File: src/sae_pkg.sv
package sae_pkg;
   localparam int SAE_DW = 32;
   localparam int SAE_AW = 8;
   // apb byte offsets
   localparam logic [7:0] SAE_OFF_CTRL = 8'h00;
   localparam logic [7:0] SAE_OFF_LIST = 8'h04;
   localparam logic [7:0] SAE_OFF_STAT = 8'h08;
   localparam logic [7:0] SAE_OFF_FLAG = 8'h0C;
   localparam logic [7:0] SAE_OFF_RWIN = 8'h40;
   localparam logic [7:0] SAE_WIN_MASK = 8'h3F;
   localparam int SAE_WIN_LSB = 2;
   // command word fields
   localparam int SAE_CTL_OP_LSB = 0;
   localparam int SAE_CTL_RD_LSB = 4;
   localparam int SAE_CTL_RS_LSB = 8;
   localparam int SAE_CTL_RT_LSB = 12;
   localparam int SAE_CTL_IMM_LSB = 16;
   localparam int SAE_CTL_FORM_BIT = 26;
   localparam int SAE_CTL_RDG_BIT = 27;
   localparam int SAE_CTL_WB_BIT = 28;
   // status and flag word fields
   localparam int SAE_ST_BUSY_BIT = 0;
   localparam int SAE_ST_ILL_BIT = 1;
   localparam int SAE_ST_T_BIT = 2;
   localparam int SAE_FLAG_LSB = 4;
   localparam int SAE_LIST_XTRA = 8;
   localparam logic [3:0] SAE_LIST_END = 4'h9;
   localparam logic [3:0] SAE_REG_SP = 4'hD;
   localparam logic [3:0] SAE_REG_LR = 4'hE;
   localparam logic [3:0] SAE_REG_PC = 4'hF;
   localparam int SAE_HIGH_BIT = 3;
   localparam logic [9:0] SAE_IMM3_MAX = 10'h007;
   localparam logic [9:0] SAE_IMM8_MAX = 10'h0FF;
   localparam logic [9:0] SAE_SPIMM_MAX = 10'h1FC;
   localparam logic [9:0] SAE_PCIMM_MAX = 10'h3FC;
   localparam logic [31:0] SAE_WORD = 32'h0000_0004;
   localparam logic [3:0] SAE_FLAGS_RST = 4'h0;
   localparam logic SAE_T_RST = 1'b1;
   typedef enum logic [3:0] {
      SAE_ADD, SAE_ADDS, SAE_ADC, SAE_SUB, SAE_SUBF, SAE_SBC, SAE_NEG,
      SAE_BLD, SAE_BST, SAE_PUSH, SAE_POP
   } sae_op_type;
   typedef enum logic [2:0] {
      ST_IDLE, ST_READ, ST_EXEC, ST_FETCH, ST_XFER, ST_WBACK
   } sae_state_type;
endpackage

File: src/sae_exec.sv
// Added by the designer: the APB register port and the register addresses.
`timescale 1ns/1ps
`default_nettype none
// Functional notes
// - block transfers: base and list low only
// - block writeback always, except load containing base
// - block base must be word aligned
// - store with base listed: base lowest
// - block, push, pop keep flags
// - push and pop need nonempty list
// - stack: lowest register at lowest address
// - push tops at sp-4, pop from sp
// - sp ends at lowest push, above pop
// - pop into pc branches, bit0 sets t
// - stack lists low, plus lr/pc
// - missing destination defaults to first operand
// - add-with-carry adds carry, sets all flags
// - plain add/sub keep flags; s-forms set
// - negate is zero minus operand, sets flags
// - subtract-with-carry borrows when carry clear
// - plain subtract takes immediate only
// - carry and imm8 forms: low, rd equals rs
// - register add: any reg, rd=rs, not pc,pc
// - sp/pc imm to 1020, sp imm 508
// - imm3 and three-register forms: any low
// - block words ascend by four, base+4n
module sae_exec
   import sae_pkg::*;
(
   input wire logic i_clock,
   input wire logic i_rst_b,
   input wire logic i_ce,
   input wire logic i_psel,
   input wire logic i_penable,
   input wire logic i_pwrite,
   input wire logic [SAE_AW-1:0] i_paddr,
   input wire logic [SAE_DW-1:0] i_pwdata,
   output logic [SAE_DW-1:0] o_prdata,
   output logic o_pready,
   output logic o_pslverr,
   output logic o_mem_req,
   output logic o_mem_we,
   output logic [SAE_DW-1:0] o_mem_addr,
   output logic [SAE_DW-1:0] o_mem_wdata,
   input wire logic i_mem_ack,
   input wire logic [SAE_DW-1:0] i_mem_rdata,
   output logic o_branch
);
   sae_state_type state_reg;
   sae_op_type op_reg;
   logic [3:0] rd_reg, rs_reg, rt_reg, idx_reg;
   logic [9:0] imm_reg;
   logic form_reg, wb_reg, tbit_reg, ill_reg, rdpend_reg;
   logic [8:0] list_reg;
   logic [3:0] flags_reg;
   logic [SAE_DW-1:0] addr_reg, end_reg, ra_data, rb_data;

   function automatic logic lo(input logic [3:0] r);
      return !r[SAE_HIGH_BIT];
   endfunction

   // lowest listed slot at or above from, or the end marker
   function automatic logic [3:0] next_idx(input logic [8:0] l, input logic [3:0] from);
      logic [3:0] r;
      r = SAE_LIST_END;
      for (int k = 8; k >= 0; k--)
      begin
         if (l[k] && (4'(k) >= from))
         begin
            r = 4'(k);
         end
      end
      return r;
   endfunction

   function automatic logic [3:0] count(input logic [8:0] l);
      logic [3:0] c;
      c = 4'h0;
      for (int k = 0; k <= 8; k++)
      begin
         c = c + {3'h0, l[k]};
      end
      return c;
   endfunction

   // slot 8 is lr for push and pc for pop
   function automatic logic [3:0] reg_of(input logic [3:0] i, input sae_op_type o);
      if (i == 4'(SAE_LIST_XTRA))
      begin
         return (o == SAE_PUSH) ? SAE_REG_LR : SAE_REG_PC;
      end
      return i;
   endfunction

   function automatic logic legal(input sae_op_type o, input logic [3:0] rd,
         input logic [3:0] rs, input logic [3:0] rt, input logic [9:0] imm,
         input logic form, input logic [8:0] l, input logic wb);
      logic low3, m4, lst_ok;
      low3 = lo(rd) && lo(rs) && lo(rt);
      m4 = (imm[1:0] == 2'h0);
      lst_ok = lo(rs) && !l[SAE_LIST_XTRA] && (l != 9'h0);
      case (o)
         SAE_ADC, SAE_SBC: return low3 && (rd == rs) && !form;
         SAE_ADDS, SAE_SUBF:
            return form ? (lo(rd) && lo(rs) && ((imm <= SAE_IMM3_MAX)
                  || ((imm <= SAE_IMM8_MAX) && (rd == rs)))) : low3;
         SAE_ADD:
            return form ? (((rs == SAE_REG_SP) || (rs == SAE_REG_PC)) && lo(rd) && m4
                  && (imm <= SAE_PCIMM_MAX))
                  || ((rd == SAE_REG_SP) && (rs == SAE_REG_SP) && m4
                  && (imm <= SAE_SPIMM_MAX)) || (lo(rd) && lo(rs) && (imm <= SAE_IMM3_MAX))
                  : ((rd == rs) && !((rs == SAE_REG_PC) && (rt == SAE_REG_PC)));
         SAE_SUB:
            return form && (((rd == SAE_REG_SP) && (rs == SAE_REG_SP) && m4
                  && (imm <= SAE_SPIMM_MAX)) || (lo(rd) && lo(rs) && (imm <= SAE_IMM3_MAX)));
         SAE_NEG: return lo(rd) && lo(rs);
         SAE_BLD: return lst_ok && (wb == !l[rs[2:0]]);
         SAE_BST: return lst_ok && wb && (!l[rs[2:0]] || (next_idx(l, 4'h0) == rs));
         SAE_PUSH, SAE_POP: return l != 9'h0;
         default: return 1'b0;
      endcase
   endfunction

   // apb decode
   wire busy = (state_reg != ST_IDLE);
   wire acc = i_psel && i_penable && !o_pready;
   wire hit_ctrl = (i_paddr == SAE_OFF_CTRL);
   wire hit_list = (i_paddr == SAE_OFF_LIST);
   wire hit_stat = (i_paddr == SAE_OFF_STAT);
   wire hit_flag = (i_paddr == SAE_OFF_FLAG);
   wire hit_win = ((i_paddr & ~SAE_WIN_MASK) == SAE_OFF_RWIN);
   wire [3:0] win_idx = i_paddr[SAE_WIN_LSB +: 4];
   wire win_rd = acc && hit_win && !i_pwrite && !busy;
   wire apb_wr = acc && hit_win && i_pwrite && !busy;
   logic acc_err;
   logic [SAE_DW-1:0] rd_mux;

   always_comb
   begin
      acc_err = 1'b0;
      rd_mux = '0;
      if (hit_ctrl)
      begin
         acc_err = busy;
      end
      else if (hit_list)
      begin
         acc_err = busy && i_pwrite;
         rd_mux = {23'h0, list_reg};
      end
      else if (hit_stat)
      begin
         acc_err = i_pwrite;
         rd_mux[SAE_ST_BUSY_BIT] = busy;
         rd_mux[SAE_ST_ILL_BIT] = ill_reg;
         rd_mux[SAE_ST_T_BIT] = tbit_reg;
         rd_mux[SAE_FLAG_LSB +: 4] = flags_reg;
      end
      else if (hit_flag)
      begin
         acc_err = busy && i_pwrite;
         rd_mux[SAE_FLAG_LSB +: 4] = flags_reg;
      end
      else if (hit_win)
      begin
         acc_err = busy;
      end
      else
      begin
         acc_err = 1'b1;
      end
   end

   // command fields straight from the write data
   wire sae_op_type w_op = sae_op_type'(i_pwdata[SAE_CTL_OP_LSB +: 4]);
   wire [3:0] w_rs = i_pwdata[SAE_CTL_RS_LSB +: 4];
   wire [3:0] w_rd = i_pwdata[SAE_CTL_RDG_BIT] ? i_pwdata[SAE_CTL_RD_LSB +: 4] : w_rs;
   wire [3:0] w_rt = i_pwdata[SAE_CTL_RT_LSB +: 4];
   wire [9:0] w_imm = i_pwdata[SAE_CTL_IMM_LSB +: 10];
   wire w_form = i_pwdata[SAE_CTL_FORM_BIT];
   wire w_wb = i_pwdata[SAE_CTL_WB_BIT];
   wire start = acc && hit_ctrl && i_pwrite && !busy;
   wire w_legal = legal(w_op, w_rd, w_rs, w_rt, w_imm, w_form, list_reg, w_wb);

   // operation classes
   wire is_pp = (op_reg == SAE_PUSH) || (op_reg == SAE_POP);
   wire is_blk = is_pp || (op_reg == SAE_BLD) || (op_reg == SAE_BST);
   wire is_store = (op_reg == SAE_BST) || (op_reg == SAE_PUSH);
   wire is_sub = (op_reg == SAE_SUB) || (op_reg == SAE_SUBF) || (op_reg == SAE_SBC)
         || (op_reg == SAE_NEG);
   wire use_c = (op_reg == SAE_ADC) || (op_reg == SAE_SBC);
   wire setf = (op_reg != SAE_ADD) && (op_reg != SAE_SUB) && !is_blk;

   // adder shared by the whole add/subtract family
   wire [SAE_DW-1:0] opa = (op_reg == SAE_NEG) ? '0 : ra_data;
   wire [SAE_DW-1:0] opb_raw = (op_reg == SAE_NEG) ? ra_data
         : (form_reg ? {22'h0, imm_reg} : rb_data);
   wire [SAE_DW-1:0] opb = is_sub ? ~opb_raw : opb_raw;
   wire cin = use_c ? flags_reg[1] : is_sub;
   wire [SAE_DW:0] sum = {1'b0, opa} + {1'b0, opb} + {32'h0, cin};
   wire [SAE_DW-1:0] res = sum[SAE_DW-1:0];
   wire [3:0] nzcv = {res[SAE_DW-1], res == '0, sum[SAE_DW],
         (opa[SAE_DW-1] == opb[SAE_DW-1]) && (res[SAE_DW-1] != opa[SAE_DW-1])};

   // block address plan
   wire [SAE_DW-1:0] span = 32'({count(list_reg), 2'b00});
   wire [SAE_DW-1:0] first_addr = (op_reg == SAE_PUSH) ? ra_data - span : ra_data;
   wire [SAE_DW-1:0] last_addr = (op_reg == SAE_PUSH) ? first_addr : ra_data + span;
   wire [3:0] cur_reg = reg_of(idx_reg, op_reg);
   wire [3:0] nxt_idx = next_idx(list_reg, idx_reg + 4'h1);
   wire load_pc = (cur_reg == SAE_REG_PC);
   wire do_wb = is_pp || wb_reg;

   // register file port selection
   wire [3:0] ra_addr = busy ? (is_pp ? SAE_REG_SP : rs_reg) : win_idx;
   wire [3:0] rb_addr = (state_reg == ST_FETCH) ? cur_reg : rt_reg;
   wire alu_wr = (state_reg == ST_EXEC) && !is_blk;
   wire ld_wr = (state_reg == ST_XFER) && o_mem_req && i_mem_ack && !is_store;
   wire wb_wr = (state_reg == ST_WBACK) && do_wb;
   wire rf_we = alu_wr || ld_wr || wb_wr || apb_wr;
   wire [3:0] rf_wa = alu_wr ? rd_reg : ld_wr ? cur_reg
         : wb_wr ? (is_pp ? SAE_REG_SP : rs_reg) : win_idx;
   wire [SAE_DW-1:0] ld_val = load_pc ? (i_mem_rdata & ~32'h1) : i_mem_rdata;
   // writeback uses the end address latched at exec, since loads may change the base port
   wire [SAE_DW-1:0] rf_wd = alu_wr ? res : ld_wr ? ld_val : wb_wr ? end_reg : i_pwdata;

   sae_regfile #(
      .DW(SAE_DW),
      .DEPTH(16)
   ) u_regs (
      .i_clock(i_clock),
      .i_rst_b(i_rst_b),
      .i_ce(i_ce),
      .i_ra_addr(ra_addr),
      .o_ra_data(ra_data),
      .i_rb_addr(rb_addr),
      .o_rb_data(rb_data),
      .i_we(rf_we),
      .i_wa(rf_wa),
      .i_wd(rf_wd)
   );

   // apb slave; a register-window read waits one cycle for the file
   always_ff @(posedge i_clock or negedge i_rst_b)
   begin
      if (!i_rst_b)
      begin
         o_prdata <= '0;
         o_pready <= 1'b0;
         o_pslverr <= 1'b0;
         rdpend_reg <= 1'b0;
      end
      else if (i_ce)
      begin
         o_pready <= 1'b0;
         o_pslverr <= 1'b0;
         if (win_rd && !rdpend_reg)
         begin
            rdpend_reg <= 1'b1;
         end
         else if (acc)
         begin
            rdpend_reg <= 1'b0;
            o_pready <= 1'b1;
            o_pslverr <= acc_err;
            o_prdata <= rdpend_reg ? ra_data : (i_pwrite ? '0 : rd_mux);
         end
      end
   end

   // execution sequencer
   always_ff @(posedge i_clock or negedge i_rst_b)
   begin
      if (!i_rst_b)
      begin
         state_reg <= ST_IDLE;
         op_reg <= SAE_ADD;
         rd_reg <= 4'h0;
         rs_reg <= 4'h0;
         rt_reg <= 4'h0;
         imm_reg <= 10'h000;
         form_reg <= 1'b0;
         wb_reg <= 1'b0;
         list_reg <= 9'h000;
         idx_reg <= 4'h0;
         addr_reg <= '0;
         end_reg <= '0;
         flags_reg <= SAE_FLAGS_RST;
         tbit_reg <= SAE_T_RST;
         ill_reg <= 1'b0;
         o_mem_req <= 1'b0;
         o_mem_we <= 1'b0;
         o_mem_addr <= '0;
         o_mem_wdata <= '0;
         o_branch <= 1'b0;
      end
      else if (i_ce)
      begin
         o_branch <= 1'b0;
         case (state_reg)
            ST_IDLE:
            begin
               if (acc && i_pwrite && hit_list)
               begin
                  list_reg <= i_pwdata[8:0];
               end
               if (acc && i_pwrite && hit_flag)
               begin
                  flags_reg <= i_pwdata[SAE_FLAG_LSB +: 4];
               end
               if (start)
               begin
                  op_reg <= w_op;
                  rd_reg <= w_rd;
                  rs_reg <= w_rs;
                  rt_reg <= w_rt;
                  imm_reg <= w_imm;
                  form_reg <= w_form;
                  wb_reg <= w_wb;
                  ill_reg <= !w_legal;
                  state_reg <= w_legal ? ST_READ : ST_IDLE;
               end
            end
            ST_READ: state_reg <= ST_EXEC;
            ST_EXEC:
            begin
               if (!is_blk)
               begin
                  if (setf)
                  begin
                     flags_reg <= nzcv;
                  end
                  state_reg <= ST_IDLE;
               end
               else if (ra_data[1:0] != 2'h0)
               begin
                  // unaligned base is refused before any bus traffic
                  ill_reg <= 1'b1;
                  state_reg <= ST_IDLE;
               end
               else
               begin
                  addr_reg <= first_addr;
                  end_reg <= last_addr;
                  idx_reg <= next_idx(list_reg, 4'h0);
                  state_reg <= is_store ? ST_FETCH : ST_XFER;
               end
            end
            ST_FETCH: state_reg <= ST_XFER;
            ST_XFER:
            begin
               if (!o_mem_req)
               begin
                  o_mem_req <= 1'b1;
                  o_mem_we <= is_store;
                  o_mem_addr <= addr_reg;
                  o_mem_wdata <= is_store ? rb_data : '0;
               end
               else if (i_mem_ack)
               begin
                  o_mem_req <= 1'b0;
                  o_mem_we <= 1'b0;
                  if (ld_wr && load_pc)
                  begin
                     tbit_reg <= i_mem_rdata[0];
                  end
                  addr_reg <= addr_reg + SAE_WORD;
                  idx_reg <= nxt_idx;
                  if (nxt_idx == SAE_LIST_END)
                  begin
                     state_reg <= ST_WBACK;
                  end
                  else
                  begin
                     state_reg <= is_store ? ST_FETCH : ST_XFER;
                  end
               end
            end
            ST_WBACK:
            begin
               // branch is signalled only once the whole pop is done
               o_branch <= (op_reg == SAE_POP) && list_reg[SAE_LIST_XTRA];
               state_reg <= ST_IDLE;
            end
            default: state_reg <= ST_IDLE;
         endcase
      end
   end
endmodule // sae_exec
`default_nettype wire

File: src/sae_regfile.sv
`timescale 1ns/1ps
`default_nettype none
module sae_regfile #(
   parameter int DW = 32,
   parameter int DEPTH = 16,
   parameter int AW = $clog2(DEPTH)
) (
   input wire logic i_clock,
   input wire logic i_rst_b,
   input wire logic i_ce,
   input wire logic [AW-1:0] i_ra_addr,
   output logic [DW-1:0] o_ra_data,
   input wire logic [AW-1:0] i_rb_addr,
   output logic [DW-1:0] o_rb_data,
   input wire logic i_we,
   input wire logic [AW-1:0] i_wa,
   input wire logic [DW-1:0] i_wd
);
   logic [DW-1:0] mem [DEPTH];

   // storage itself is not reset; software loads it before use
   always_ff @(posedge i_clock)
   begin
      if (i_ce && i_we)
      begin
         mem[i_wa] <= i_wd;
      end
   end

   always_ff @(posedge i_clock or negedge i_rst_b)
   begin
      if (!i_rst_b)
      begin
         o_ra_data <= '0;
         o_rb_data <= '0;
      end
      else if (i_ce)
      begin
         o_ra_data <= mem[i_ra_addr];
         o_rb_data <= mem[i_rb_addr];
      end
   end
endmodule // sae_regfile
`default_nettype wire

File: config.mk
export PLATFORM = sky130hd
export DESIGN_NAME = sae_exec
export DESIGN_NICKNAME = d
export VERILOG_FILES = /design/src/sae_pkg.sv /design/src/sae_exec.sv /design/src/sae_regfile.sv
export SDC_FILE = /design/constraint.sdc
export NUM_CORES = 2
export LEC_CHECK = 0
export BUFFER_PORTS_ARGS = -buffer_cell sky130_fd_sc_hd__buf_2
export CORE_AREA = 2 2 375 377
export CTS_CLUSTER_DIAMETER = 80
export CTS_CLUSTER_SIZE = 24
export DETAILED_ROUTE_END_ITERATION = 16
export DIE_AREA = 0 0 377 379
export PLACE_DENSITY = 0.53
export SLEW_MARGIN = 5
export SYNTH_ARGS = -nofsm -noshare
export SYNTH_HDL_FRONTEND = slang
export SYNTH_HIERARCHICAL = 1
export SYNTH_SLANG_ARGS = --single-unit
File: constraint.sdc
create_clock -name i_clock -period 5.1 [get_ports i_clock]
set_clock_uncertainty 0.15 [all_clocks]
set_input_delay 0.765 -clock i_clock [delete_from_list [all_inputs] [get_ports i_clock]]
set_output_delay 0.765 -clock i_clock [all_outputs]
set_load 0.005 [all_outputs]
==> summary.txt <==
Status
  – Outcome: completed

Synthesis
  – Ys async rst share: 35.4%
  – Net count after synthesis: 3403
  – Syn avg cell area: 12.7 sq um
  – Syn Inst Count: 3265
  – EDFF count, synth: 512
  – Post-synthesis sequential area ratio: 54.2%
  – Synth cell types: 95
  – Dominant synthesized flop cell: edfxtp_1
  – Netlist Area Pre-Place: 41300 sq um
  – Synthesized flop and latch total: 792
  – Yosys warns: 6

Floorplan
  – I/O pin count: 180
  – Core Area: 139000 sq um
  – Die width: 377 microns
  – Total die area: 143000 sq um
  – Standard-cell rows: 137
  – Initial Util: 29.8%
  – Die Y: 379 microns

Finish
  – # nets final: 3558
  – Most common cell after layout, fill and taps aside: edfxtp_1
  – Synth-to-layout area growth: 13.4%
  – Layout cells sized above 1: 24.1%
  – Largest Register: u_regs/mem
  – Commonest non-fill, non-tap cells in the layout: edfxtp_1, nand2_1, dfrtp_1
  – Max reg flops: 512
  – FF+latch area: 22400 sq um
  – Area occupied by multi-input gates: 18100 sq um
  – Filler cells: 13700

Route
  – Drt pass-1 iters: 5
  – ANT nets after route: 0
  – Vias: 29400
  – Initial DRC count: 3397
  – Vias per cell: 5.59
  – Final wirelength: 144000 microns
  – Avg WL per Cell: 27.4 microns
  – DRC: 0

GRT
  – Pin count of the biggest net entering global routing: 103
  – All-Layer GR Usage: 19.8%
  – First-pass GRT wire length: 207000 microns
  – Grt ovf: 0
  – Initial antenna violation count: 4
  – Vias in the first global route: 28900

Placement
  – Hpwl dp: 96600 microns
  – Port bufs: 179
  – Pre-CTS WS: -0.149 ns
  – Final Wtd Congestion: 0.926

Pwr
  – Sw Ratio: 40.0%
  – Seq pwr share: 38.7%
  – Internal: 0.0139 W
  – Switching power: 0.00924 W
  – Pwr Density: 493 nW/um^2
  – Static leakage: 16.6 nW
  – Comb power frac: 43.9%
  – Peak VDD IR: 0.271 mV
  – Clock power frac: 17.4%

Worst setup path
  – Crit-path max FO: 5
  – Startpoint types: flop
  – Setup crit end kind: flop
  – Largest stage delay on the critical path: 0.63 ns
  – Worst path slowest cell: fa_2
  – Cell Chain, Critical Path: inv_2 > fa_1 > fa_2 > fa_1 > fa_2 > fa_1 > inv_2 > ha_4 > o21bai_4 > a21oi_4 > o211a_4 > nand2_4 > or3_4 > nor2_4 > nand2_2 > xnor2_2 > o22ai_1 > a21oi_1
  – WP data arrival: 5.42 ns
  – CP Class: flop to flop
  – Most frequent cell on the critical path: fa_1
  – Worst endpoint required time: 5.46 ns

Clock tree
  – Hold buffers post-CTS: 0
  – CTS buffer count: 44
  – Clock transition at the registers of the reported paths: 0.10 ns
  – H-tree Lvls: 2
  – Clock Latency Late Sink: 0.64 ns
  – Clk buf depth: 3
  – Root Driver: clkbuf_16
  – CTS Sinks: 792
  – CTS tree: yes

STA
  – Setup violators final: 0
  – Slew HR: 11.2%
  – Worst setup margin: 0.0473 ns
  – Fmax: 198 MHz
  – Min Hold Slack: 0.0405 ns
  – Period minus WS final: 5.05 ns
  – Crit share post-route: 99.1%
  – RSZ-0062 raised after global routing: true
  – Worst-Margin Slew: 1.33 ns
  – Max-slew violations: 0
  – Hold Vio Cnt, Final: 0

Job
  – Max_cap viols: 0

Hold path
  – Worst min path class: primary input to async pin
[cell usage after synthesis (7+ instances only)]
cell / number / area (sq um)
xor2_1: 40 / 350
buf_4: 12 / 90.1
inv_1: 48 / 180
nor2_1: 221 / 830
fa_1: 9 / 180
o21a_1: 10 / 75.1
a21oi_1: 182 / 911
clkbuf_1: 164 / 616
nor3_1: 34 / 170
mux4_2: 258 / 5810
mux2_2: 37 / 417
nand4_1: 17 / 106
edfxtp_1: 512 / 15400
o21ai_1: 13 / 65.1
a221oi_1: 77 / 674
or3_1: 20 / 125
nand2_1: 409 / 1540
a22oi_1: 7 / 52.6
a21o_1: 15 / 113
buf_6: 27 / 304
a31oi_1: 17 / 106
ha_1: 50 / 626
o22ai_1: 79 / 494
o221a_2: 13 / 146
nor4_1: 17 / 106
o211ai_1: 10 / 75.1
and2_1: 17 / 106
nor2b_1: 38 / 238
mux2i_1: 81 / 811
nor3b_1: 27 / 203
nand3_1: 120 / 601
dfrtp_1: 279 / 6980
or2_2: 8 / 50.1
and3_1: 21 / 131
o21ai_0: 128 / 641
buf_2: 26 / 130
buf_1: 17 / 63.8
nand2b_1: 19 / 119
xnor2_1: 84 / 736
a211oi_1: 11 / 82.6
[what timing repair did]
item | 4_1_cts | 5_1_grt
gates resized for setup | 6 | 51
pin swaps | 1 | 25
buffers inserted | 0 | 3
setup endpoints to repair | 13 | 54
cloned | 0 | 0
[path summary, 6_finish.rpt]
| kind | from | endpoint | slack [ns] | cells past startpoint |
|---|---|---|---|---|
| min | i_rst_b | o_prdata[8] | 0.04 | 1 |
| max in group asynchronous | i_rst_b | u_regs/o_rb_data[23] | 3.62 | 2 |
| max | list_reg[3] | addr_reg[31] | 0.05 | 18 |
| max reg2reg | list_reg[3] | addr_reg[31] | 0.05 | 18 |
| min in group i_clock | o_mem_wdata[1] | o_mem_wdata[1] | 0.32 | 2 |
| min reg2reg | o_mem_wdata[1] | o_mem_wdata[1] | 0.32 | 2 |
[cell families (layout without fill, tap and decap cells)]
kind of cell	after synthesis	in the layout	share of synthesized area, %
buf+inv	296	486	3.43
compound gates	616	616	9.62
mux	376	376	17.0
simple gates	1002	1002	11.2
xor+xnor	124	124	2.63
other cells	0	1	0
flops	792	792	54.2
fa+ha+maj	59	59	1.95
[stage by stage]
step                power [W]  area [sq um]  setup TNS, ns  util, %  std cells
finish                 0.0231         46900              0     33.8       5263
global route           0.0243         46900          -1.23     33.8       5262
CTS                    0.0230         46600              0     33.6       5259
detailed placement     0.0190         45200         -0.648     32.6       5178
global placement       0.0190         45200         -0.408     32.6       5178
floorplan              0.0154         41400              0        -       3265
[worst max-delay path, delay by kind of cell (launching register included)]
| family | cells | cell delay (ns) |
|---|---|---|
| simple gates | 4 | 0.67 |
| flops | 1 | 0.37 |
| xor+xnor | 1 | 0.15 |
| fa+ha+maj | 6 | 2.78 |
| compound gates | 5 | 0.69 |
| buf+inv | 2 | 0.12 |
[routing by layer]
| layer | track usage (%) | share of wire, % | vias up |
|---|---|---|---|
| li1 | - | - | 12700 |
| met1 | 27.5 | 43 | 15200 |
| met2 | 32.0 | 47 | 1334 |
| met3 | 3.28 | 8.1 | 177 |
| met4 | 5.15 | 2.7 | 0 |
| met5 | 0 | 0 | - |
[layout make-up]
| class | instances | share of cell area, % |
|---|---|---|
| sequential | 792 | 47.8 |
| multi-input combinational | 2177 | 38.6 |
| timing repair buffer | 357 | 5.48 |
| tap | 1807 | 4.82 |
| clock buffer | 64 | 2.55 |
| clock inverter | 17 | 0.416 |
| inverter | 48 | 0.384 |
| antenna | 1 | 0.00534 |
[power groups by stage]
| stage | clock [W] | combinational, W | sequential, W |
|---|---|---|---|
| global placement | 0 | 0.00994 | 0.00903 |
| floorplan | 0 | 0.00686 | 0.00856 |
| CTS | 0.00413 | 0.0100 | 0.00890 |
| finish | 0.00402 | 0.0101 | 0.00894 |
| global route | 0.00432 | 0.0109 | 0.00901 |
| detailed placement | 0 | 0.00995 | 0.00904 |
Note: power is estimated with default switching activity, not from simulation.
